--- src/core_regs_consts.vh ---
// Constants for the core flag and option register block.
//
// Behaviour
// RQ1: Result flags ignore writes when instruction updates them.
// RQ2: Timeout and power-down flags are read-only.
// RQ3: Clear-file on flags: bank zero, zero set.
// RQ4: Software alters flags only with non-flag instructions.
// RQ5: Indirect bank bit is upper indirect address bit.
// RQ6: Direct bank field selects bank zero to three.
// RQ7: Timeout set on power-up/clear/sleep, cleared on timeout.
// RQ8: Power-down set on power-up/clear, cleared on sleep.
// RQ9: Zero flag follows zero result.
// RQ10: Digit carry is carry out of bit three.
// RQ11: Carry is carry out of bit seven.
// RQ12: Subtract adds two's complement; carries mean no-borrow.
// RQ13: Rotates load carry with bit shifted out.
// RQ14: Pull-up disable bit gates all port-B pull-ups.
// RQ15: Edge-select bit picks rising or falling interrupt edge.
// RQ16: Source bit picks pin or quarter-clock for timer.
// RQ17: Source-edge bit picks timer pin edge.
// RQ18: Assignment bit gives prescaler to watchdog or timer.
// RQ19: Rate field: timer 1:2..1:256, watchdog 1:1..1:128.
// RQ20: Watchdog-assigned prescaler leaves timer undivided.
// RQ21: Interrupt flags set regardless of enables.
// RQ22: Software clears pending flag before enabling it.
`ifndef CORE_REGS_CONSTS_VH
`define CORE_REGS_CONSTS_VH

// ----------------------------------------
// Register byte offsets
// ----------------------------------------
`define OFS_FLAGS 12'h000
`define OFS_OPTION 12'h004
`define OFS_INSTR 12'h008
`define OFS_RESULT 12'h00C
`define OFS_TIMER 12'h010
`define OFS_IRQ_FLAGS 12'h014
`define OFS_IRQ_EN 12'h018

// ----------------------------------------
// Flag register fields
// ----------------------------------------
`define FLG_CARRY 0
`define FLG_DIGIT_CARRY 1
`define FLG_ZERO 2
`define FLG_POWER_DOWN 3
`define FLG_TIMEOUT 4
`define FLG_BANK_LO 5
`define FLG_BANK_HI 6
`define FLG_INDIRECT_BANK 7

// ----------------------------------------
// Option register fields
// ----------------------------------------
`define OPT_RATE_LO 0
`define OPT_RATE_HI 2
`define OPT_ASSIGN 3
`define OPT_SRC_EDGE 4
`define OPT_SRC_SEL 5
`define OPT_IRQ_EDGE 6
`define OPT_PULLUP_DIS 7

// ----------------------------------------
// Instruction register fields and opcodes
// ----------------------------------------
`define INS_OP_LO 0
`define INS_OP_HI 3
`define INS_DEST_FLAGS 4
`define INS_A_LO 8
`define INS_A_HI 15
`define INS_B_LO 16
`define INS_B_HI 23
`define OP_MOVE 4'h0
`define OP_ADD 4'h1
`define OP_SUB 4'h2
`define OP_AND 4'h3
`define OP_IOR 4'h4
`define OP_XOR 4'h5
`define OP_ROT_RIGHT 4'h6
`define OP_ROT_LEFT 4'h7
`define OP_CLEAR 4'h8
`define OP_WDT_CLEAR 4'h9
`define OP_SLEEP 4'hA
`define OP_SWAP 4'hB

// ----------------------------------------
// Interrupt bits
// ----------------------------------------
`define IRQ_TIMER 0
`define IRQ_EXT 1
`define IRQ_GLOBAL 7

// ----------------------------------------
// Reset values and timing
// ----------------------------------------
`define RST_FLAGS 8'h18
`define RST_OPTION 8'hFF
`define QUARTER_DIV 4

`endif

--- src/core_status_option_registers.v ---
// Core flag register, option register, timer zero and prescaler behind an APB slave.
`timescale 1ns/1ps
`include "core_regs_consts.vh"

module core_status_option_registers #(
  parameter SYNC_STAGES = 3
) (
  // Clock and reset
  input wire clk_sys,
  input wire arst_n,
  // APB slave
  input wire psel,
  input wire penable,
  input wire pwrite,
  input wire [11:0] paddr,
  input wire [31:0] pwdata,
  output wire pready,
  output reg [31:0] prdata,
  output wire pslverr,
  // Data-memory address formation from the core
  input wire [6:0] direct_addr,
  input wire [7:0] indirect_ptr,
  output reg [8:0] direct_mem_addr,
  output reg [8:0] indirect_mem_addr,
  // Watchdog side
  input wire watchdog_base_tick,
  input wire watchdog_timeout,
  output reg watchdog_tick,
  // Pins
  input wire ext_irq_pin,
  input wire timer_zero_clock_pin,
  input wire [7:0] port_latch,
  output reg [7:0] pullup_en,
  // Interrupt request toward the core
  output wire irq_request
);

  // ----------------------------------------
  // Functions
  // ----------------------------------------
  // Terminal prescaler count for the rate field and assignment.
  function [7:0] rate_limit;
    input [2:0] rate;
    input to_watchdog;
    reg [8:0] ratio;
    begin
      ratio = (to_watchdog ? 9'h001 : 9'h002) << rate;
      rate_limit = ratio[7:0] - 8'h01;
    end
  endfunction

  // ----------------------------------------
  // Registers
  // ----------------------------------------
  reg [7:0] flags_ff;
  reg [7:0] option_ff;
  reg [7:0] result_ff;
  reg [7:0] timer_ff;
  reg [7:0] prescale_ff;
  reg [1:0] quarter_ff;
  reg [1:0] irq_flags_ff;
  reg [7:0] irq_en_ff;
  reg [2:0] ext_sync_ff;
  reg [2:0] tck_sync_ff;
  reg ext_level_ff;
  reg tck_level_ff;
  reg [7:0] nxt_flags;
  reg [7:0] nxt_result;
  reg [7:0] nxt_timer;
  reg [7:0] nxt_prescale;
  reg [1:0] nxt_irq_flags;

  // ----------------------------------------
  // Bus decode
  // ----------------------------------------
  wire access = psel & penable;
  wire wr_en = access & pwrite;
  wire hit_flags = (paddr == `OFS_FLAGS);
  wire hit_option = (paddr == `OFS_OPTION);
  wire hit_instr = (paddr == `OFS_INSTR);
  wire hit_result = (paddr == `OFS_RESULT);
  wire hit_timer = (paddr == `OFS_TIMER);
  wire hit_irq_flags = (paddr == `OFS_IRQ_FLAGS);
  wire hit_irq_en = (paddr == `OFS_IRQ_EN);
  wire mapped = hit_flags | hit_option | hit_instr | hit_result | hit_timer |
                hit_irq_flags | hit_irq_en;

  // The slave never stalls, so every access completes in its first access cycle.
  assign pready = 1'b1;
  assign pslverr = access & ~mapped;

  // ----------------------------------------
  // Instruction execution
  // ----------------------------------------
  wire exec = wr_en & hit_instr;
  wire [3:0] op = pwdata[`INS_OP_HI:`INS_OP_LO];
  wire dest_flags = pwdata[`INS_DEST_FLAGS];
  wire [7:0] opa = pwdata[`INS_A_HI:`INS_A_LO];
  wire [7:0] opb = pwdata[`INS_B_HI:`INS_B_LO];

  // Subtraction adds the two's complement, so carries read as no-borrow.
  wire is_sub = (op == `OP_SUB);
  wire [7:0] addend = is_sub ? ~opb : opb; // RQ12
  wire cin = is_sub; // RQ12
  wire [4:0] low_sum = {1'b0, opa[3:0]} + {1'b0, addend[3:0]} + {4'h0, cin};
  wire [8:0] full_sum = {1'b0, opa} + {1'b0, addend} + {8'h00, cin};
  reg [7:0] alu_out;
  reg z_upd;
  reg dc_upd;
  reg c_upd;
  reg c_val;
  reg writes_result;
  always @* begin
    alu_out = opa;
    z_upd = 1'b0;
    dc_upd = 1'b0;
    c_upd = 1'b0;
    c_val = flags_ff[`FLG_CARRY];
    writes_result = 1'b1;
    case (op)
      `OP_ADD, `OP_SUB: begin
        alu_out = full_sum[7:0];
        z_upd = 1'b1;
        dc_upd = 1'b1;
        c_upd = 1'b1;
        c_val = full_sum[8]; // RQ11
      end
      `OP_AND: begin
        alu_out = opa & opb;
        z_upd = 1'b1;
      end
      `OP_IOR: begin
        alu_out = opa | opb;
        z_upd = 1'b1;
      end
      `OP_XOR: begin
        alu_out = opa ^ opb;
        z_upd = 1'b1;
      end
      `OP_ROT_RIGHT: begin
        alu_out = {flags_ff[`FLG_CARRY], opa[7:1]};
        c_upd = 1'b1;
        c_val = opa[0]; // RQ13
      end
      `OP_ROT_LEFT: begin
        alu_out = {opa[6:0], flags_ff[`FLG_CARRY]};
        c_upd = 1'b1;
        c_val = opa[7]; // RQ13
      end
      `OP_CLEAR: begin
        alu_out = 8'h00;
        z_upd = 1'b1;
      end
      `OP_SWAP: alu_out = {opa[3:0], opa[7:4]};
      `OP_WDT_CLEAR, `OP_SLEEP: writes_result = 1'b0;
      default: alu_out = opa;
    endcase
  end

  // ----------------------------------------
  // Flag register next value
  // ----------------------------------------
  always @* begin
    nxt_flags = flags_ff;
    nxt_result = result_ff;
    if (wr_en && hit_flags) begin
      // A plain move writes every bit except the two reset-cause flags.
      nxt_flags = {pwdata[7:5], flags_ff[4:3], pwdata[2:0]}; // RQ2
    end
    if (exec) begin
      if (writes_result) begin
        nxt_result = alu_out;
      end
      if (writes_result && dest_flags) begin
        // Upper bits take the result and reset-cause flags never do; clear-file keeps carries.
        nxt_flags = {alu_out[7:5], flags_ff[4:3], alu_out[2],
                     (op == `OP_CLEAR) ? flags_ff[1:0] : alu_out[1:0]}; // RQ2 RQ3
      end
      // Hardware flag updates override the written value of the same bits.
      if (z_upd) begin
        nxt_flags[`FLG_ZERO] = (alu_out == 8'h00); // RQ1 RQ9 RQ3
      end
      if (dc_upd) begin
        nxt_flags[`FLG_DIGIT_CARRY] = low_sum[4]; // RQ1 RQ10
      end
      if (c_upd) begin
        nxt_flags[`FLG_CARRY] = c_val; // RQ1 RQ11 RQ13
      end
      if (op == `OP_WDT_CLEAR) begin
        nxt_flags[`FLG_TIMEOUT] = 1'b1; // RQ7
        nxt_flags[`FLG_POWER_DOWN] = 1'b1; // RQ8
      end
      if (op == `OP_SLEEP) begin
        nxt_flags[`FLG_TIMEOUT] = 1'b1; // RQ7
        nxt_flags[`FLG_POWER_DOWN] = 1'b0; // RQ8
      end
    end
    // A timeout event wins over a clear in the same cycle.
    if (watchdog_timeout) begin
      nxt_flags[`FLG_TIMEOUT] = 1'b0; // RQ7
    end
  end

  always @(posedge clk_sys or negedge arst_n) begin
    if (!arst_n) begin
      flags_ff <= `RST_FLAGS; // RQ7 RQ8
      result_ff <= 8'h00;
    end else begin
      flags_ff <= nxt_flags;
      result_ff <= nxt_result;
    end
  end

  // ----------------------------------------
  // Option and interrupt enable registers
  // ----------------------------------------
  always @(posedge clk_sys or negedge arst_n) begin
    if (!arst_n) begin
      option_ff <= `RST_OPTION;
      irq_en_ff <= 8'h00;
    end else begin
      if (wr_en && hit_option) begin
        option_ff <= pwdata[7:0];
      end
      if (wr_en && hit_irq_en) begin
        irq_en_ff <= pwdata[7:0];
      end
    end
  end

  // ----------------------------------------
  // Pin synchronisers
  // ----------------------------------------
  // Stage one feeds stage two only; a change counts once stages two and three agree.
  always @(posedge clk_sys or negedge arst_n) begin
    if (!arst_n) begin
      ext_sync_ff <= 3'b000;
      tck_sync_ff <= 3'b000;
      ext_level_ff <= 1'b0;
      tck_level_ff <= 1'b0;
    end else begin
      ext_sync_ff <= {ext_sync_ff[1:0], ext_irq_pin};
      tck_sync_ff <= {tck_sync_ff[1:0], timer_zero_clock_pin};
      if (ext_sync_ff[1] == ext_sync_ff[2]) begin
        ext_level_ff <= ext_sync_ff[2];
      end
      if (tck_sync_ff[1] == tck_sync_ff[2]) begin
        tck_level_ff <= tck_sync_ff[2];
      end
    end
  end
  wire ext_agree = (ext_sync_ff[1] == ext_sync_ff[2]);
  wire tck_agree = (tck_sync_ff[1] == tck_sync_ff[2]);
  wire ext_rise = ext_agree & ext_sync_ff[2] & ~ext_level_ff;
  wire ext_fall = ext_agree & ~ext_sync_ff[2] & ext_level_ff;
  wire tck_rise = tck_agree & tck_sync_ff[2] & ~tck_level_ff;
  wire tck_fall = tck_agree & ~tck_sync_ff[2] & tck_level_ff;
  wire ext_edge = option_ff[`OPT_IRQ_EDGE] ? ext_rise : ext_fall; // RQ15
  wire pin_tick = option_ff[`OPT_SRC_EDGE] ? tck_fall : tck_rise; // RQ17

  // ----------------------------------------
  // Timer zero source and shared prescaler
  // ----------------------------------------
  wire quarter_tick = (quarter_ff == `QUARTER_DIV - 1);
  wire timer_src = option_ff[`OPT_SRC_SEL] ? pin_tick : quarter_tick; // RQ16
  wire to_watchdog = option_ff[`OPT_ASSIGN];
  wire pre_in = to_watchdog ? watchdog_base_tick : timer_src; // RQ18
  wire [7:0] pre_limit = rate_limit(option_ff[`OPT_RATE_HI:`OPT_RATE_LO], to_watchdog); // RQ19
  wire pre_out = pre_in & (prescale_ff >= pre_limit);
  // Without the prescaler the timer sees its source one-to-one.
  wire timer_inc = to_watchdog ? timer_src : pre_out; // RQ20
  wire timer_wr = wr_en & hit_timer;
  always @* begin
    nxt_prescale = prescale_ff;
    if (pre_in) begin
      nxt_prescale = pre_out ? 8'h00 : prescale_ff + 8'h01;
    end
    // Writing the timer restarts the prescaler so the next count is whole.
    if (timer_wr) begin
      nxt_prescale = 8'h00;
    end
    nxt_timer = timer_ff;
    if (timer_wr) begin
      nxt_timer = pwdata[7:0];
    end else if (timer_inc) begin
      nxt_timer = timer_ff + 8'h01;
    end
  end

  always @(posedge clk_sys or negedge arst_n) begin
    if (!arst_n) begin
      quarter_ff <= 2'b00;
      prescale_ff <= 8'h00;
      timer_ff <= 8'h00;
      watchdog_tick <= 1'b0;
    end else begin
      quarter_ff <= quarter_tick ? 2'b00 : quarter_ff + 2'b01;
      prescale_ff <= nxt_prescale;
      timer_ff <= nxt_timer;
      watchdog_tick <= to_watchdog ? pre_out : watchdog_base_tick; // RQ18
    end
  end

  // ----------------------------------------
  // Interrupt flags
  // ----------------------------------------
  // Flags set from their events whatever the enables say; a set beats a write-one clear.
  wire timer_ovf = timer_inc & ~timer_wr & (timer_ff == 8'hFF);

  always @* begin
    nxt_irq_flags = irq_flags_ff;
    if (wr_en && hit_irq_flags) begin
      nxt_irq_flags = irq_flags_ff & ~pwdata[1:0];
    end
    if (timer_ovf) begin
      nxt_irq_flags[`IRQ_TIMER] = 1'b1; // RQ21
    end
    if (ext_edge) begin
      nxt_irq_flags[`IRQ_EXT] = 1'b1; // RQ21
    end
  end

  always @(posedge clk_sys or negedge arst_n) begin
    if (!arst_n) begin
      irq_flags_ff <= 2'b00;
    end else begin
      irq_flags_ff <= nxt_irq_flags;
    end
  end

  // A stale flag requests at once when its enable is set, hence clear first.
  assign irq_request = irq_en_ff[`IRQ_GLOBAL] & |(irq_flags_ff & irq_en_ff[1:0]); // RQ22

  // ----------------------------------------
  // Address formation and pull-ups
  // ----------------------------------------
  always @(posedge clk_sys or negedge arst_n) begin
    if (!arst_n) begin
      direct_mem_addr <= 9'h000;
      indirect_mem_addr <= 9'h000;
      pullup_en <= 8'h00;
    end else begin
      direct_mem_addr <= {flags_ff[`FLG_BANK_HI:`FLG_BANK_LO], direct_addr}; // RQ6
      indirect_mem_addr <= {flags_ff[`FLG_INDIRECT_BANK], indirect_ptr}; // RQ5
      pullup_en <= option_ff[`OPT_PULLUP_DIS] ? 8'h00 : port_latch; // RQ14
    end
  end

  // ----------------------------------------
  // Read data
  // ----------------------------------------
  always @* begin
    prdata = 32'h0000_0000;
    if (access && !pwrite) begin
      case (paddr)
        `OFS_FLAGS: prdata[7:0] = flags_ff;
        `OFS_OPTION: prdata[7:0] = option_ff;
        `OFS_RESULT: prdata[7:0] = result_ff;
        `OFS_TIMER: prdata[7:0] = timer_ff;
        `OFS_IRQ_FLAGS: prdata[1:0] = irq_flags_ff;
        `OFS_IRQ_EN: prdata[7:0] = irq_en_ff;
        default: prdata = 32'h0000_0000;
      endcase
    end
  end

endmodule

--- config.mk ---
export PLATFORM = sky130hd
export DESIGN_NAME = core_status_option_registers
export DESIGN_NICKNAME = d
export VERILOG_FILES = /design/src/core_status_option_registers.v
export VERILOG_INCLUDE_DIRS = /design/src
export SDC_FILE = /design/constraint.sdc
export NUM_CORES = 1
export LEC_CHECK = 0
export ABC_AREA = 1
export BUFFER_PORTS_ARGS = -buffer_cell sky130_fd_sc_hd__buf_2
export CORE_MARGIN = 3
export CORE_UTILIZATION = 25
export DETAILED_ROUTE_END_ITERATION = 10
export GPL_ROUTABILITY_DRIVEN = 0
export GPL_TIMING_DRIVEN = 0
export SLEW_MARGIN = 20
export SYNTH_ARGS = -nofsm -noshare
export SYNTH_HDL_FRONTEND = slang
export SYNTH_SLANG_ARGS = --single-unit
--- constraint.sdc ---
create_clock -name clk_sys -period 7.8 [get_ports clk_sys]
set_input_delay 0.39 -clock clk_sys [delete_from_list [all_inputs] [get_ports clk_sys]]
set_output_delay 0.39 -clock clk_sys [all_outputs]
set_load 0.03 [all_outputs]
== After elaboration in Yosys (flattened, before gate mapping) ==
Cells that the tools add are included.
Word-level totals
  input bits: 76
  word-level logic and storage cells: 151
  output and inout bits: 62
  register bits after elaboration: 87
Operators by class
  eq/ne operators: 26
  bitwise operators: 37
  reductions and logical operators: 20
  add/subtract/negate cells: 8
  shifts and indexed selects: 1
  order comparisons: 1
  muxes and demuxes: 37
Operators by type and width (count)
  two-way mux 8 bit: 11
  one-hot mux 8 bit (8 select lines): 1
  == test 12 x 5 -> 1 bit, second input constant: 3
  one-hot mux 6 bit (5 select lines): 1
  == test 12 x 4 -> 1 bit, second input constant: 2
  AND 1 bit: 17
  adder 8 x 1 -> 8 bit, second input constant: 2
  == test 4 x 3 -> 1 bit, second input constant: 4
  == test 4 bit, second input constant: 4
  two-way mux 1 bit: 16
  == test 12 x 3 -> 1 bit, second input constant: 1
  zero test 12 bit: 1
  two-way mux 2 bit: 6
  one-hot mux 2 bit (6 select lines): 1
  adder 8 x 8 -> 9 bit: 1
  adder 9 x 1 -> 9 bit: 1
  AND 8 bit: 1
  == test 4 x 2 -> 1 bit, second input constant: 2
  == test 8 bit, second input constant: 1
  >= comparator 8 bit: 1
  zero test 8 bit: 1
  != test 4 bit, second input constant: 2
  NOT 8 bit: 1
  bitwise OR 8 bit: 1
  24 further kinds: 48

== Depth between registers and ports, before layout ==
Gate-level depths: netlist (run 1).
  word-level depth: 11
  gate-level depth with buffers: 21
  mapped depth without buffers: 21

== Worst setup path before layout (run 1) ==
OpenSTA, ideal clock, no wires.
  path type: register to register
  from: reg option_ff[0]
  to: reg irq_flags_ff[0]
  arrival: 3.240 ns
  buffers on the path: 0
  required time: 7.717 ns
  stages on the path, launching flop included: 19
  setup slack: 4.477 ns
  period minus slack after synthesis: 3.323 ns
  cell sequence: dfstp_2 > inv_1 > ha_1 > nand3_1 > nand2_1 > nor2_1 > or3b_1 > nor2_1 > o21a_1 > inv_1 > ha_1 > nand2_1 > nor2_1 > nand4_1 > o2111ai_1 > o21ai_0 > nor2_1 > nand3_1 > o21ai_0
On the way
  longest elaborated chain between the ends: 8
RTL lines
  start, declared: line core_status_option_registers.v:56  | reg [7:0] option_ff;
  start signal, assigned: line core_status_option_registers.v:219  | option_ff <= `RST_OPTION;
  start signal, assigned: line core_status_option_registers.v:223  | option_ff <= pwdata[7:0];
  << shifter 2 x 3 -> 8 bit *: line core_status_option_registers.v:47  | ratio = (to_watchdog ? 9'h001 : 9'h002) << rate;
  subtractor 8 x 1 -> 8 bit *: line core_status_option_registers.v:48  | rate_limit = ratio[7:0] - 8'h01;
  >= comparator 8 bit *: line core_status_option_registers.v:269  | wire pre_out = pre_in & (prescale_ff >= pre_limit);
  AND 1 bit *: line core_status_option_registers.v:269
  two-way mux 1 bit *: line core_status_option_registers.v:271  | wire timer_inc = to_watchdog ? timer_src : pre_out;
  AND 1 bit * (2 in series): line core_status_option_registers.v:308  | wire timer_ovf = timer_inc & ~timer_wr & (timer_ff == 8'hFF);
  two-way mux 1 bit or nonzero test 2 bit (tied branches)
  end signal, assigned: line core_status_option_registers.v:327  | irq_flags_ff <= nxt_irq_flags;
  end, declared: line core_status_option_registers.v:61  | reg [1:0] irq_flags_ff;
Mark *: on every way between the ends. The rest lies on a longest branch, timed or not.
A chain may end at the register's enable or synchronous reset.

== Final worst setup path (run 1) ==
  from: reg option_ff[3]
  to: reg irq_flags_ff[0]
On the way
  longest elaborated chain between the ends: 9
RTL lines (line)
  two-way mux 2 bit: core_status_option_registers.v:47
  << shifter 2 x 3 -> 8 bit: core_status_option_registers.v:47
  subtractor 8 x 1 -> 8 bit: core_status_option_registers.v:48
  >= comparator 8 bit: core_status_option_registers.v:269
  AND 1 bit: core_status_option_registers.v:269
  two-way mux 1 bit *: core_status_option_registers.v:271
  AND 1 bit * (2 in series): core_status_option_registers.v:308
  two-way mux 1 bit or nonzero test 2 bit (tied branches)
Marks and branches as above.

==> results.sh, run 1 <==
export IMPL_fmax_mhz=258
export IMPL_cts_tree="done"
export IMPL_cp_common_cell="nor2_1"
export IMPL_die_y_um=158
export IMPL_synth_top_area_cell="dfrtp_1"
export IMPL_yosys_top_cells_area="dfrtp_1, nand2_1, ha_1"
export IMPL_detailroute_via_count=5404
export IMPL_synth_top_area_share_pct=33.4
export IMPL_min_period_ns=3.87
export IMPL_synth_seq_cells=87
export IMPL_fin_area_um2=7040
export IMPL_vdd_ir_drop_max_mv=0.0793
export IMPL_cts_resized=0
export IMPL_root_buffer="clkbuf_16"
export IMPL_postSynthCellCount=771
export IMPL_hold_viol_final=0
export IMPL_clock_sinks=87
export IMPL_max_stage_delay_ns=0.59
export IMPL_ff2ff_setup_slack_ns=3.93
export IMPL_clk_path_buf_depth=2
export IMPL_clk_pin_slew_ns=0.06
export IMPL_worstPathArrival_ns=4.13
export IMPL_wl_per_cell_um=13.6
export IMPL_yosysSeqAreaShare_pct=37.9
export IMPL_final_cell_mix="nand2_1, buf_2, inv_1"
export IMPL_dpl_instance_area_um2=6760
export IMPL_cp_cell_sequence="inv_1 -> ha_1 -> nand2_1 -> nand2_1 -> inv_1 -> nor2_1 -> nor2_1 -> or3b_1 -> nor2_1 -> o21a_1 -> inv_1 -> ha_1 -> nand2_1 -> nor2_1 -> nand4_1 -> o2111ai_1 -> o21ai_0 -> nor2_1 -> nand3_1 -> o21ai_0"
export IMPL_clock_latency_ns=0.34
export IMPL_final_nets=1028
export IMPL_core_um2=22200
export IMPL_r2r_start="option_ff[3]$_DFFE_PN1P_"
export IMPL_total_power_uw=1080
export IMPL_path_class="reg2reg"
export IMPL_numCtsBuffers=9
export IMPL_p_leak_uw=0.00353
export IMPL_synth_edf_count=0
export IMPL_final_common_cell="nand2_1"
export IMPL_cp_end_kind="register"
export IMPL_holdBufCountCts=0
export IMPL_rsz0062_at_grt="no"
export IMPL_drtAntennaViolNets=0
export IMPL_grt_max_degree=46
export IMPL_avgSynthCellArea_um2=7.48
export IMPL_netlist_area_um2=5770
export IMPL_drv_cap=0
export IMPL_worstMarginPinSlew_ns=0.604
export IMPL_dp_hpwl_mm=13.0
export IMPL_track_usage_pct=13.0
export IMPL_required_ns=8.06
export IMPL_post_cts_buffers=0
export IMPL_worst_setup_path_start_kind="register"
export IMPL_die_area_um2=24900
export IMPL_path_max_fanout=9
export IMPL_antenna_found_initial=0
export IMPL_status="completed"
export IMPL_die_width_um=158
export IMPL_drc=0
export IMPL_area_growth_syn_to_layout_pct=21.9
export IMPL_io_buffers=104
export IMPL_rows=54
export IMPL_worst_slew_margin_rel_pct=59.7
export IMPL_synth_flop_cell="dfrtp_1"
export IMPL_period_share_pct=49.6
export IMPL_r2r_cells=20
export IMPL_via_per_inst=4.52
export IMPL_critPathTopFamily="simple AND/OR/NAND/NOR gates"
export IMPL_first_global_vias=5076
export IMPL_r2r_end="irq_flags_ff[0]$_DFFE_PN0P_"
export IMPL_async_flop_share_pct=100
export IMPL_final_setup_tns_ns=0
export IMPL_grt_pass1_wl_mm=25.9
export IMPL_power_density_nw_per_um2=153
export IMPL_yosys_warnings=0
export IMPL_pin_count=138
export IMPL_hp_class="in2async"
export IMPL_htreeDepth=3
export IMPL_cp_buffers_inverters=3
export IMPL_antennaDiodeCount=0
export IMPL_synth_cell_types=44
export IMPL_drv_slew=0
export IMPL_slowest_stage="dfstp_2"
export IMPL_wl_mm=16.3
export IMPL_fin_skew_ns=0.00876
export IMPL_start_util_pct=26.0
export IMPL_drt_initial_drc_count=351
export IMPL_drt_pass1_iterations=5
export IMPL_setup_viol=0
export IMPL_drive_gt1_share_pct=19.3
export IMPL_grt_overflow=0
==> power breakdown <==
group / internal, uW / switching, uW
sequential: 467 / 9.16
combinational: 64.5 / 127
clock: 227 / 182
==> how the worst max path moves through the flow <==
stage | slack [ns] | from | to | cells past startpoint
after global routing | 3.46 | option_ff[3]$_DFFE_PN1P_ | irq_flags_ff[0]$_DFFE_PN0P_ | 20
after floorplan | 4.48 | option_ff[0]$_DFFE_PN1P_ | irq_flags_ff[0]$_DFFE_PN0P_ | 18
after global placement | 3.99 | option_ff[3]$_DFFE_PN1P_ | irq_flags_ff[0]$_DFFE_PN0P_ | 20
after detailed placement | 3.89 | option_ff[3]$_DFFE_PN1P_ | irq_flags_ff[0]$_DFFE_PN0P_ | 20
final | 3.93 | option_ff[3]$_DFFE_PN1P_ | irq_flags_ff[0]$_DFFE_PN0P_ | 20
after CTS | 3.88 | option_ff[3]$_DFFE_PN1P_ | irq_flags_ff[0]$_DFFE_PN0P_ | 20
==> kinds of logic after synthesis <==
| group | share of synthesized area (%) |
|---|---|
| AO/OA/AOI/OAI | 12.0 |
| XOR/XNOR | 3.34 |
| adder cells (fa/ha/maj) | 9.24 |
| buffers and inverters | 10.4 |
| flip-flops | 37.9 |
| other | 0.130 |
| AND/OR/NAND/NOR | 26.9 |
==> area by class of cell <==
| class | count | area (um2) |
|---|---|---|
| clock buffer | 12 | 246 |
| buffer | 29 | 203 |
| fill | 2379 | 15200 |
| tap | 280 | 350 |
| clock inverter | 4 | 31.3 |
| inverter | 106 | 398 |
| sequential | 87 | 2190 |
| timing repair buffer | 105 | 551 |
| multi-input combinational | 572 | 3070 |
==> metrics by stage <==
stage          hold slack, ns  instances  util, %  setup WS [ns]
6_report               0.0524       1195     31.7           3.93
5_1_grt                 0.111       1195     31.7           3.46
4_1_cts                0.0688       1195     31.7           3.88
3_5_place_dp            0.343       1179     30.4           3.89
3_3_place_gp            0.336       1178     30.3           3.99
2_1_floorplan          0.0944        794        -           4.48
==> cells in the mapped netlist (all sizes together), types with 2 or more instances <==
cell,count
buf,25
o311ai,2
nor4,2
clkbuf,4
xor2,20
dfstp,10
a221oi,6
o211ai,3
a31oi,4
nand2,187
o21ai,61
inv,105
nand3,45
ha,41
dfrtp,77
xnor2,2
a21oi,30
nor3,20
nand3b,3
nor2,88
o21a,5
conb,2
nand4,15
==> routing by layer <==
layer  up-vias  GRT usage (%)  wire [um]
li1       2746              -          -
met1      2445           17.9       7570
met2       195           20.9       7320
met3        18           2.00       1200
met4         0           4.10        223
met5         -              0          0
==> sequential cells by signal (all words and copies together) (netlist names) <==
name / cells
quarter_ff: 2
prescale_ff: 8
option_ff: 8
tck_sync_ff: 3
watchdog_tick: 1
irq_en_ff: 8
ext_level_ff: 1
direct_mem_addr: 9
timer_ff: 8
flags_ff: 8
tck_level_ff: 1
irq_flags_ff: 2
result_ff: 8
ext_sync_ff: 3
pullup_en: 8
indirect_mem_addr: 9
Power figures use the tool's default switching activity.
==> run 2, diff against run 1 <==
ABC_AREA = 0   (was 1)
clock period = 3.8 ns   (was 7.8 ns; I/O delays follow)
==> run 2 against run 1 <==
Die area grew 2.1%. Critical path depth down 3. Area after synthesis up 2.2%. Count of clock-buffer cells in the layout fell by 2. Design area is 6.3% higher.
==> results.sh, run 2 <==
export IMPL_synth_top_family_by_area="simple AND/OR/NAND/NOR gates"
export IMPL_numCtsBuffers=9
export IMPL_max_stage_delay_ns=0.56
export IMPL_postSynthCellCount=646
export IMPL_period_share_pct=92.2
export IMPL_die_area_um2=25500
export IMPL_drt_initial_drc_count=346
export IMPL_detailroute_via_count=5270
export IMPL_final_cell_mix="buf_2, dfrtp_1, nand2_1"
export IMPL_avgSynthCellArea_um2=9.13
export IMPL_netlist_area_um2=5900
export IMPL_synth_compound_area_share_pct=18.1
export IMPL_cp_end_kind="register"
export IMPL_rows=55
export IMPL_fmax_mhz=285
export IMPL_die_width_um=160
export IMPL_clock_sinks=87
export IMPL_slowest_stage="dfstp_2"
export IMPL_fillers=2421
export IMPL_io_buffers=104
export IMPL_path_class="reg2reg"
export IMPL_reg_top3="direct_mem_addr: 9 flops, indirect_mem_addr: 9 flops"
export IMPL_yosys_warnings=0
export IMPL_setup_viol=0
export IMPL_hp_class="in2reg"
export IMPL_first_global_vias=5201
export IMPL_p_leak_uw=0.00343
export IMPL_worstPathArrival_ns=3.73
export IMPL_yosysSeqAreaShare_pct=37.1
export IMPL_worst_slew_margin_rel_pct=29.5
export IMPL_synth_most_common_cell="dfrtp_1"
export IMPL_async_flop_share_pct=100
export IMPL_grt_max_degree=47
export IMPL_final_common_cell="buf_2"
export IMPL_netlist_top_cells_count="dfrtp_1, nand2_1, nor2_1, a21oi_1, ha_1"
export IMPL_power_density_nw_per_um2=344
export IMPL_rsz0062_at_grt="no"
export IMPL_fin_cells=1122
export IMPL_pin_count=138
export IMPL_synth_cell_types=70
export IMPL_hold_slack_ns=0.0590
export IMPL_synth_xor_area_share_pct=4.16
export IMPL_synth_top_area_cell="dfrtp_1"
export IMPL_grt_pass1_wl_mm=27.4
export IMPL_drt_pass1_iterations=5
export IMPL_wl_mm=16.8
export IMPL_muxShareOfSynthArea_pct=5.60
export IMPL_grt_overflow=0
export IMPL_cts_tree="done"
export IMPL_min_period_ns=3.50
export IMPL_clock_latency_ns=0.34
export IMPL_clk_pin_slew_ns=0.06
export IMPL_path_max_fanout=7
export IMPL_status="completed"
export IMPL_drive_gt1_share_pct=24.6
export IMPL_yosys_top_cells_area="dfrtp_1, ha_1, dfstp_2"
export IMPL_core_um2=22900
export IMPL_dp_hpwl_mm=13.0
export IMPL_synthAdderAreaFrac_pct=9.04
export IMPL_wl_per_cell_um=15.0
export IMPL_synth_seq_cells=87
export IMPL_regArea_um2=2190
export IMPL_hold_viol_final=0
export IMPL_synth_top_area_share_pct=32.7
export IMPL_antenna_found_initial=0
export IMPL_required_ns=4.03
export IMPL_die_y_um=160
export IMPL_vdd_ir_drop_max_mv=0.231
export IMPL_worst_setup_path_start_kind="register"
export IMPL_root_buffer="clkbuf_16"
export IMPL_drv_cap=0
export IMPL_final_nets=922
export IMPL_area_growth_syn_to_layout_pct=26.8
export IMPL_yosys_area_share_simple_pct=19.2
export IMPL_clk_path_buf_depth=2
export IMPL_track_usage_pct=13.2
export IMPL_worstMarginPinSlew_ns=1.05
export IMPL_cp_cell_sequence="inv_1 -> ha_2 -> nand2_1 -> ha_1 -> clkbuf_1 -> xor2_1 -> nand2_1 -> o21ai_0 -> a21oi_1 -> ha_2 -> o21a_1 -> nor3_1 -> a31o_2 -> nor3b_2 -> buf_4 -> a21oi_1 -> a211o_1"
export IMPL_drtAntennaViolNets=0
export IMPL_antennaDiodeCount=0
export IMPL_drc=0
export IMPL_via_per_inst=4.70
export IMPL_synth_edf_count=0
export IMPL_htreeDepth=3
export IMPL_start_util_pct=25.7
export IMPL_place_inst=1087
export IMPL_drv_slew=0
export IMPL_synth_flop_cell="dfrtp_1"
export IMPL_fin_skew_ns=0.00851
export IMPL_multiInputGateArea_um2=3440
[run 2: cell types whose count changed after synthesis, moves of 17 or more]
cell,before,now
nand3_1,44,10
inv_1,97,29
mux2_2,0,17
nand2_1,184,66
nor2_1,78,50
xnor2_1,2,23
o21ai_0,57,25
nor2b_1,0,17
[run 2: critical path, delay by kind of cell (launching register included)]
kind,cells,cell delay (ns)
compound gates,6,0.89
xor+xnor,1,0.20
fa+ha+maj,3,0.90
buf+inv,3,0.42
flops,1,0.56
simple gates,4,0.41
[run 2: final timing paths]
| path | slack (ns) | start | cells past startpoint | endpoint |
|---|---|---|---|---|
| max in group asynchronous | 2.74 | arst_n | 3 | option_ff[6]$_DFFE_PN1P_ |
| worst min register to register | 0.35 | tck_sync_ff[0]$_DFF_PN0_ | 0 | tck_sync_ff[1]$_DFF_PN0_ |
| worst max-delay path | 0.30 | option_ff[0]$_DFFE_PN1P_ | 17 | timer_ff[3]$_DFFE_PN0P_ |
| min in group asynchronous | 0.40 | arst_n | 2 | timer_ff[2]$_DFFE_PN0P_ |
| worst min-delay path | 0.06 | port_latch[3] | 2 | pullup_en[3]$_DFF_PN0_ |
| worst max register to register | 0.30 | option_ff[0]$_DFFE_PN1P_ | 17 | timer_ff[3]$_DFFE_PN0P_ |
[run 2: cell type report]
class,count,area share (%)
Tap cell,313,5.24
Timing Repair Buffer,125,9.97
Clock buffer,10,3.06
Clock inverter,6,1.22
Inverter,30,1.51
Multi-Input combinational cell,504,46.0
Buffer,47,3.73
Sequential cell,87,29.3
[run 2: cells by family (layout without fill, tap and decap cells)]
family / after synthesis / count (layout)
adders and majority gates: 42 / 42
buffers and inverters: 78 / 218
muxes: 29 / 29
DFF: 87 / 87
xor gates and xnor gates: 28 / 28
and+or+nand+nor: 220 / 220
AOI/OAI and AO/OA: 160 / 160
other: 2 / 25
[run 2: what timing repair did]
| item | 4_1_cts | 5_1_grt |
|---|---|---|
| hold endpoints to repair | 53 | 0 |
| setup endpoints to repair | 7 | 16 |
| setup buffers | 0 | 0 |
| gates resized for setup | 3 | 10 |
| hold buffers | 19 | 0 |
| gates cloned | 0 | 1 |
| pin swaps | 0 | 1 |
[run 2: power by group]
part	switching [uW]	internal, uW	total [uW]	leakage [uW]
Sequential	40.1	978	1020	0.00107
Combinational	357	245	602	0.00221
Clock	373	581	954	0.000157
[run 2: metal layers]
metal,up-vias,track usage [%],wire [um]
li1,2585,-,-
met1,2521,16.4,7270
met3,24,2.68,782
met5,-,0,0
met2,140,22.8,8340
met4,0,4.50,397
[run 2: through the flow]
| step | setup TNS (ns) | cell area, um2 | setup WS [ns] | power, uW | util, % |
|---|---|---|---|---|---|
| 2_1_floorplan | 0 | 5980 | 0.244 | 1420 | - |
| 3_3_place_gp | -1.45 | 6900 | -0.312 | 1600 | 30.1 |
| 3_5_place_dp | -1.72 | 6930 | -0.346 | 1610 | 30.2 |
| 4_1_cts | 0 | 7440 | 0.00238 | 2600 | 32.5 |
| 5_1_grt | 0 | 7480 | 0.0234 | 2730 | 32.6 |
| 6_report | 0 | 7480 | 0.296 | 2570 | 32.6 |
